**config.mk**
```make
export PLATFORM = sky130hd
export DESIGN_NAME = sbf_frame
export DESIGN_NICKNAME = d
export VERILOG_FILES = /design/src/hw/sbf_frame.v /design/src/hw/sbf_sync.v
export VERILOG_INCLUDE_DIRS = /design/src /design/src/hw
export SDC_FILE = /design/constraint.sdc
export NUM_CORES = 1
export LEC_CHECK = 0
export ABC_AREA = 1
export BUFFER_PORTS_ARGS = -buffer_cell sky130_fd_sc_hd__buf_2
export CORE_ASPECT_RATIO = 2
export CORE_MARGIN = 4
export CORE_UTILIZATION = 40
export DETAILED_ROUTE_END_ITERATION = 8
export SETUP_SLACK_MARGIN = 0.15
export SYNTH_ARGS = -nofsm -noshare
export SYNTH_HDL_FRONTEND = slang
export SYNTH_SLANG_ARGS = --single-unit
```
**constraint.sdc**
```tcl
create_clock -name clock -period 2.23 [get_ports clock]
set_input_delay 0.446 -clock clock [delete_from_list [all_inputs] [get_ports clock]]
set_output_delay 0.446 -clock clock [all_outputs]
set_load 0.03 [all_outputs]
```
**src/hw/sbf_defs.vh**
```
// Constants for the serial burst transaction framer.
// Included by the framer and its synchroniser; definitions only.
`ifndef SBF_DEFS_VH
`define SBF_DEFS_VH

`define SBF_WORD_BITS      32
`define SBF_HDR_CMD_MSB    31
`define SBF_HDR_CMD_LSB    24
`define SBF_HDR_ADDR_MSB   23
`define SBF_HDR_ADDR_LSB   8
`define SBF_HDR_CNT_MSB    7
`define SBF_HDR_CNT_LSB    0
`define SBF_CMD_WRITE      8'h01
`define SBF_CMD_READ       8'h02
`define SBF_CNT_ZERO_WORDS 9'h100
`define SBF_MIN_FRAME_WORDS 2'h2
`define SBF_SYNC_STAGES    2

`endif

```
**src/hw/sbf_frame.v**
```verilog
// Serial link transaction framer: header decode, burst data words, register strobes.
// Assumes serial mode 0 (sample on rising clock, shift on falling) from the host,
// and register read data returned within a few clocks of the read strobe.
// Limitation: each link clock phase must last several clocks, or its edges are missed.
//
// Overview of operation
// [RULE_01] Chip select assertion starts a frame; first 32 bits are the header.
// [RULE_02] Header carries read/write command, start address and word count.
// [RULE_03] Data then moves in 32-bit words, exactly the header's count.
// [RULE_04] Host keeps chip select low between all words of one frame.
// [RULE_05] Chip select release ends the frame and reports completion.
// [RULE_06] Word count field 0..255, with zero meaning 256 words.
// [RULE_07] Host holds chip select for at least header plus one word.
// [RULE_08] Register address steps by one word for each further data word.
`timescale 1ns/1ps
`default_nettype none
`include "sbf_defs.vh"

module sbf_frame #(
    parameter ADDR_W = 16
) (
    input  wire              clock,
    input  wire              arst_n,
    input  wire              sclk,
    input  wire              csN,
    input  wire              mosi,
    output wire              miso,
    output reg               misoEn,
    output reg  [ADDR_W-1:0] regAddr,
    output reg               regWrite,
    output reg  [31:0]       regWrData,
    output reg               regRead,
    input  wire [31:0]       regRdData,
    input  wire              regRdValid,
    output reg               done,
    output reg               doneErr
);
    localparam ST_IDLE  = 3'h0;
    localparam ST_HDR   = 3'h1;
    localparam ST_WR    = 3'h2;
    localparam ST_RD    = 3'h3;
    localparam ST_DRAIN = 3'h4;

    wire [2:0] pinSync;
    wire       sclkS;
    wire       csS;
    wire       mosiS;

    // Chip select resets high so a frame is never seen during reset
    sbf_sync #(
        .WIDTH     (3),
        .RESET_VAL (3'h2)
    ) uSync (
        .clock  (clock),
        .arst_n (arst_n),
        .din    ({mosi, csN, sclk}),
        .dout   (pinSync)
    );
    assign sclkS = pinSync[0];
    assign csS   = pinSync[1];
    assign mosiS = pinSync[2];

    reg              sclkPrev;
    reg              csPrev;
    reg  [2:0]       state;
    reg  [31:0]      shiftIn;
    reg  [4:0]       bitCnt;
    reg  [8:0]       wordsLeft;
    reg  [ADDR_W-1:0] addr;
    reg              overrun;
    reg  [31:0]      misoShift;
    reg  [1:0]       wordsSeen;

    wire             csStart = ~csS & csPrev;
    wire             csEnd   = csS & ~csPrev;
    wire             rise    = sclkS & ~sclkPrev & ~csS;
    wire             fall    = ~sclkS & sclkPrev & ~csS;
    wire             wordEnd = rise & (bitCnt == 5'h1F);
    wire [31:0]      next_shiftIn = {shiftIn[30:0], mosiS};
    wire [7:0]       hdrCmd  = next_shiftIn[`SBF_HDR_CMD_MSB:`SBF_HDR_CMD_LSB];
    wire [7:0]       hdrCnt  = next_shiftIn[`SBF_HDR_CNT_MSB:`SBF_HDR_CNT_LSB];
    wire [ADDR_W-1:0] hdrAddr =
        next_shiftIn[`SBF_HDR_ADDR_LSB+ADDR_W-1:`SBF_HDR_ADDR_LSB];
    wire [ADDR_W-1:0] addrNext = addr + {{(ADDR_W-1){1'b0}}, 1'b1};
    // Reasons for a failed frame, kept apart so each can be probed on its own
    wire             errCmd     = (state == ST_HDR) | (state == ST_DRAIN);
    wire             errCount   = (wordsLeft != 9'h000);
    wire             errPartial = (bitCnt != 5'h00);
    wire             errShort   = (wordsSeen != `SBF_MIN_FRAME_WORDS);
    // A read word loads when its answer arrives and shifts on counted falls only
    wire             rdLoad     = regRdValid & (state == ST_RD);
    wire             rdShift    = fall & (state == ST_RD) & (bitCnt != 5'h00);

    assign miso = misoShift[31];

    always @(posedge clock or negedge arst_n) begin
        if (!arst_n) begin
            sclkPrev  <= 1'b0;
            csPrev    <= 1'b1;
            misoEn    <= 1'b0;
            state     <= ST_IDLE;
            shiftIn   <= 32'h00000000;
            bitCnt    <= 5'h00;
            wordsLeft <= 9'h000;
            addr      <= {ADDR_W{1'b0}};
            overrun   <= 1'b0;
            regAddr   <= {ADDR_W{1'b0}};
            regWrite  <= 1'b0;
            regWrData <= 32'h00000000;
            regRead   <= 1'b0;
            done      <= 1'b0;
            doneErr   <= 1'b0;
        end else begin
            sclkPrev <= sclkS;
            csPrev   <= csS;
            misoEn   <= ~csS;
            regWrite <= 1'b0;
            regRead  <= 1'b0;
            done     <= 1'b0;
            if (csStart) begin
                state     <= ST_HDR;                                 // [RULE_01]
                bitCnt    <= 5'h00;
                wordsLeft <= 9'h000;
                overrun   <= 1'b0;
            end else if (csEnd) begin
                // Short, partial, missing or surplus words all flag the frame
                done    <= (state != ST_IDLE);                       // [RULE_05]
                doneErr <= errCmd | errCount | errPartial | errShort |
                           overrun;                                  // [RULE_07]
                state   <= ST_IDLE;
            end else if (rise) begin
                shiftIn <= next_shiftIn;
                bitCnt  <= bitCnt + 5'h01;
                if (wordEnd) begin
                    case (state)
                        ST_HDR: begin
                            addr      <= hdrAddr;                    // [RULE_02]
                            regAddr   <= hdrAddr;
                            wordsLeft <= (hdrCnt == 8'h00) ? `SBF_CNT_ZERO_WORDS :
                                         {1'b0, hdrCnt};             // [RULE_06]
                            if (hdrCmd == `SBF_CMD_WRITE) begin
                                state <= ST_WR;
                            end else if (hdrCmd == `SBF_CMD_READ) begin
                                state   <= ST_RD;
                                regRead <= 1'b1;
                            end else begin
                                // Unknown command: clocked through, no register access
                                state <= ST_DRAIN;
                            end
                        end
                        ST_WR: begin
                            if (wordsLeft != 9'h000) begin
                                regWrite  <= 1'b1;                   // [RULE_03]
                                regWrData <= next_shiftIn;
                                regAddr   <= addr;
                                addr      <= addrNext;               // [RULE_08]
                                wordsLeft <= wordsLeft - 9'h001;
                            end else begin
                                overrun <= 1'b1;                     // [RULE_03]
                            end
                        end
                        ST_RD: begin
                            if (wordsLeft != 9'h000) begin
                                wordsLeft <= wordsLeft - 9'h001;     // [RULE_03]
                                addr      <= addrNext;               // [RULE_08]
                                if (wordsLeft != 9'h001) begin
                                    regRead <= 1'b1;
                                    regAddr <= addrNext;
                                end
                            end else begin
                                overrun <= 1'b1;
                            end
                        end
                        default: begin
                        end
                    endcase
                end
            end
        end
    end

    // Read word loads when its answer arrives after a word boundary; no shift on the falling edge that follows that boundary,
    // so the first bit stays on the pin until the host samples it
    always @(posedge clock or negedge arst_n) begin
        if (!arst_n) begin
            misoShift <= 32'h00000000;
        end else if (csStart || csEnd) begin
            // Cleared at both frame edges so the pin rests low outside read data
            misoShift <= 32'h00000000;
        end else if (rdLoad) begin
            misoShift <= regRdData;                                  // [RULE_03]
        end else if (rdShift) begin
            misoShift <= {misoShift[30:0], 1'b0};
        end
    end

    // Whole words seen in this frame, saturating at the legal minimum of header plus one
    always @(posedge clock or negedge arst_n) begin
        if (!arst_n) begin
            wordsSeen <= 2'h0;
        end else if (csStart) begin
            wordsSeen <= 2'h0;
        end else if (wordEnd && wordsSeen != `SBF_MIN_FRAME_WORDS) begin
            wordsSeen <= wordsSeen + 2'h1;                           // [RULE_07]
        end
    end
endmodule // sbf_frame

`default_nettype wire

```
**src/hw/sbf_sync.v**
```verilog
// Two-stage synchroniser bank, one chain per bit.
// Inputs are asynchronous pins; outputs are on clock.
`timescale 1ns/1ps
`default_nettype none
`include "sbf_defs.vh"

module sbf_sync #(
    parameter WIDTH     = 3,
    parameter RESET_VAL = 3'h0
) (
    input  wire             clock,
    input  wire             arst_n,
    input  wire [WIDTH-1:0] din,
    output wire [WIDTH-1:0] dout
);
    genvar i;
    generate
        for (i = 0; i < WIDTH; i = i + 1) begin : gChain
            reg stage1;
            reg stage2;
            // Stage one feeds stage two only
            always @(posedge clock or negedge arst_n) begin
                if (!arst_n) begin
                    stage1 <= RESET_VAL[i];
                    stage2 <= RESET_VAL[i];
                end else begin
                    stage1 <= din[i];
                    stage2 <= stage1;
                end
            end
            assign dout[i] = stage2;
        end
    endgenerate
endmodule // sbf_sync

`default_nettype wire

```
Word level (Yosys, flattened, before mapping):

Cells that the tools add are included.

* reductions and logical operators: 27
* $add $sub $neg: 4
* equal/unequal tests: 16
* muxes and demuxes: 51
* bitwise operators: 21

Operators by type and width (number)
* $mux 32: 3
* $mux 16: 4
* $mux 9: 6
* $pmux 16 s3: 1
* $pmux 16 s2: 1
* $mux 1: 22
* $mux 3: 7
* $reduce_bool 3->1: 7
* $pmux 9 s2: 1
* $add 16x1->16 const B: 1
* $mux 5: 3
* $reduce_and 6->1: 2
* $and 1x1->1: 10
* $ne 2x2->1 const B: 5
* $reduce_and 5->1: 2
* $reduce_bool 2->1: 5
* $ne 9x1->1 const B: 1
* $reduce_bool 9->1: 1
* $sub 9x1->9 const B: 1
* $eq 8x1->1 const B: 1
* $eq 8x2->1 const B: 1
* $logic_not 8->1: 1
* $reduce_and 8->1: 1
* $eq 3x2->1 const B: 2
* other kinds (17): 30

* register bits after elaboration: 160
* input bits: 38
* output and inout bits: 54
* logic and storage cells: 142

Depth between registers and ports, before layout:

* depth after elaboration: 8
* mapped depth: 12
* mapped depth without buffers: 12

Cells and area by module:

Synthesis repeated with hierarchy kept, for this count alone.

* cells, all modules: 997
* area total of the unflattened synthesis: 7791.2 um^2

By module, submodules not included
* sbf_frame: instances 1, area an instance 7616.1 um^2, cells each 988, seq. area each 3854.9 um^2
* sbf_sync: instances 1, area an instance 175.2 um^2, cells each 9, seq. area each 152.6 um^2

Least setup slack after synthesis:

No wires, ideal clock.

* path kind: reg-to-reg
* start point: reg bitCnt[0]
* end point: reg regAddr[4]
* path slack: 411 ps
* data arrival time: 1696 ps
* cell stages (with the launch flop): 13
* required time: 2107 ps
* setup time: 123 ps
* period minus slack after synthesis: 1819 ps
* path buffers: 1
* cells stage by stage: dfrtp_1 -> ha_1 -> nand2_1 -> nor2_1 -> ha_1 -> inv_1 -> nor2_1 -> nand3_2 -> nor2_4 -> inv_2 -> buf_4 -> nand2_1 -> nand2_1

* longest elaborated chain between the ends: 3

Ends and longest elaborated chain
* start, declared: RTL line sbf_frame.v:67 `reg [4:0] bitCnt;`
* start signal, assigned: RTL line sbf_frame.v:133 `bitCnt <= bitCnt + 5'h01;`
* $eq 5x5->1: RTL line sbf_frame.v:78 `wire wordEnd = rise & (bitCnt == 5'h1F);`
* $and 1x1->1: RTL line sbf_frame.v:78
* $reduce_and 8->1 (no source line)
* end signal, assigned: RTL line sbf_frame.v:107 `regAddr <= {ADDR_W{1'b0}};`
* end signal, assigned: RTL line sbf_frame.v:138 `regAddr <= hdrAddr;`
* end signal, assigned: RTL line sbf_frame.v:155 `regAddr <= addr;`
* end, declared: RTL line sbf_frame.v:29 `output reg [ADDR_W-1:0] regAddr,`

Every way passes these cells.
A chain may end at the register's enable or synchronous reset.

Worst setup path after layout:

* start point: reg csPrev
* end point: reg regAddr[14]

* longest elaborated chain between the ends: 4
* elaborated cells on any way between the ends: 6
* those cells by class: bitwise: 5; reduce/logical: 1

Ends and longest elaborated chain
* start, declared: RTL line sbf_frame.v:64 `reg csPrev;`
* start signal, assigned: RTL line sbf_frame.v:115 `csPrev <= csS;`
* $not 1->1: RTL line sbf_frame.v:75 `wire csEnd = csS & ~csPrev;`
* $and 1x1->1: RTL line sbf_frame.v:75
* $not 1->1 (no source line)
* $reduce_and 8->1 (no source line) (*)

Every way passes the cells marked *; elsewhere a longest branch is shown, timed or not.

==> summary.txt <==
Yosys reg bits: 160
Starting Density: 41.04%
Die ar.: 21840 um2
Worst-margin pin slew: 0.6996 ns
Vias: 6831
Rows: 71
Top cell type's share of synthesized area: 50.59%
DIE WIDTH: 106.5 um
Post-Syn Area: 7766 um2
Post-DR wirelength/cell: 15.82 um
Post-DP HPWL: 15410 um
Most area-consuming cells after synthesis: dfrtp_1 51%, nand2_1 15%, nand3_1 7.0%, o21ai_0 6.6%, inv_1 3.9%
Mean post-synth cell area: 7.829 um2
Num CTS Buffers: 17
Fin crit period: 1.965 ns
Ant. Diodes: 0
Initial antenna violation count: 0
Crit-path slowest cell: dfstp_2
Crit-path most repeated cell: inv_1
Largest delay contributor family on the critical path: simple AND/OR/NAND/NOR gates
WL met3: 608 um
Power density cells: 728.1 nW/um2
Outcome: completed
Die height: 205.1 um
Final wirelength: 21290 um
CTS H-tree depth: 4
Gpl congestion: 0.9060
Max-cap violations: 0
Metal-1 WL: 7693 um
Max-slew violation count: 0
WHS: 0.1228 ns
Post-route clock period utilization: 88.10%
Clock sink count: 160
Post-route DRC: 0
Slew Limit Headroom: 53.31%
Nets@finish: 1126
Port bufs: 91
Share of layout cells above drive strength 1: 15.49%
R2r worst-path depth: 10
Layout Area Growth over Synthesis: 18.90%
Post-synthesis cell count: 992
Setup violators final: 0
Worst-path clk slew: 0.07 ns
Clock insertion delay at the later pin of the skew report: 0.43 ns
Async S/R FF share, synth: 100.0%
Largest net degree at the start of global routing: 65
Hold crit path type: input port to flop
CP cell instances: inv_1 > ha_2 > inv_1 > nor2_2 > nand3_4 > nor2_4 > buf_6 > nand3_1 > nand2_1 > inv_1
Global route total overflow: 0
Worst-case clock buffer depth: 2
Worst Setup End Kind: flop
Critical Path Fanout Max: 13
Number of global-route vias before repair: 7053
Crit path buffers/inverters: 4
Ys flop type: dfrtp_1
Top sig layer: met4
Sequential cell area fraction in the yosys report: 51.60%
Number of hold violations in the final report: 0
Yosys warning count: 0
Core area: 18920 um2
IO Pins: 92
Drt initial violations: 290
Max rail drop VDD: 0.4063 mV
Critical Path AT: 2.28 ns
Largest stage delay, worst path: 0.54 ns
Total track usage: 20.61%
Critical path launch point type: flop
Worst endpoint required time: 2.54 ns
Antenna viol nets, final: 0
DR pass1 iterations: 5
Hold path cells: 1
RSZ-0062 raised after global routing: no
Clock Skew: 0.01140 ns
Metal2 WL: 11860 um
Synth area leader: dfrtp_1
Setup CP Type: flop to flop
Setup TNS: 0 ns
CTS tree: done
DR vias/cell: 5.075
First-pass GRT wire length: 35150 um
Max Freq: 0.5090 GHz
Netlist cell types: 36
Root buffer cell: clkbuf_16
Post-synth EDFFs: 0
Pleak: 4.504 nW
Number of cells on the critical path: 10
Syn Nets: 1040
==> cell usage in the layout (no fill, tap or decap), types with 5 or more instances in the layout <==
master and instances:
a21oi_1 59, a22oi_1 9, buf_2 90, buf_4 16, clkbuf_16 17, dfrtp_1 157, ha_1 9, inv_1 80
inv_2 6, nand2_1 302, nand3_1 109, nand4_1 10, nor2_1 59, nor2_4 5, o21ai_0 102
==> kinds of logic after synthesis <==
| logic type | synth area share [%] |
|---|---|
| compound gates | 12.82 |
| fa+ha+maj | 1.611 |
| buf+inv | 6.863 |
| flops | 51.60 |
| simple gates | 27.10 |
==> through the flow <==
step	power [mW]	std cells	utilization [%]	setup WS [ns]	instance area [um2]
after detailed placement	3.666	1312	45.16	0.2035	8544
after global placement	3.665	1312	45.16	0.2413	8544
after CTS	6.795	1345	48.52	0.1768	9181
after global routing	7.020	1346	48.80	0.1179	9234
after floorplan	3.417	992	-	0.4108	7766
final	6.724	1346	48.80	0.2655	9234
==> worst reg2reg max path, stage by stage, from the launching register on <==
cell and delay [ns]:
dfstp_2 0.54, inv_1 0.05, ha_2 0.37, inv_1 0.09, nor2_2 0.17, nand3_4 0.13, nor2_4 0.15, buf_6 0.18
nand3_1 0.09, nand2_1 0.06, inv_1 0.03
==> per-layer routing <==
metal	vias up	track usage (%)
met3	51	2.996
met5	-	0
met2	140	38.88
li1	3404	-
met1	3236	20.94
met4	0	12.53
==> where the power goes <==
group	switching [mW]	internal (mW)
Combinational	0.403	0.176
Clock	1.30	1.80
Sequential	0.0693	2.98
Total	1.77	4.95
==> final timing paths <==
| check | startpoint | to | slack, ns |
|---|---|---|---|
| setup reg to reg | csPrev | regAddr[14] | 0.27 |
| hold / removal | csN | uSync.gChain[1].stage1 | 0.12 |
| max in group asynchronous | arst_n | bitCnt[3] | 1.10 |
| setup / recovery | csPrev | regAddr[14] | 0.27 |
| min in group asynchronous | arst_n | regWrData[16] | 0.48 |
| hold reg to reg | uSync.gChain[0].stage1 | uSync.gChain[0].stage2 | 0.35 |
==> cells in the mapped netlist, drive strengths merged (4+ instances only) <==
cell type / number
ha: 10
nand4: 10
a21oi: 59
o21ai: 103
nor3: 5
o21a: 4
clkbuf: 25
nor2: 68
dfrtp: 157
a22oi: 9
nand3: 110
inv: 88
buf: 21
nand2: 303
==> sequential cells by signal (all words and copies together) (netlist names) <==
register             count
addr                    16
bitCnt                   5
csPrev                   1
done                     1
doneErr                  1
misoEn                   1
misoShift               32
overrun                  1
regAddr                 16
regRead                  1
regWrData               32
regWrite                 1
sclkPrev                 1
shiftIn                 31
state                    3
uSync.gChain.stage1      3
uSync.gChain.stage2      3
wordsLeft                9
wordsSeen                2
==> cell type report <==
class                           instances  area (um2)
Clock inverter                         15       201.4
Fill cell                            1934        9688
Multi-Input combinational cell        698        3261
Tap cell                              255       319.1
Timing Repair Buffer                  113       683.2
Clock buffer                           17       425.4
Inverter                               88       336.6
Sequential cell                       160        4008
==> timing repair <==
action / in CTS / in global routing
endpoints found under the setup margin: 0 / 41
resized for setup: 0 / 14
hold buffers: 1 / 0
endpoints found under the hold margin: 25 / 0
setup buffers: 0 / 1
Note: power is estimated with default switching activity, not from simulation.
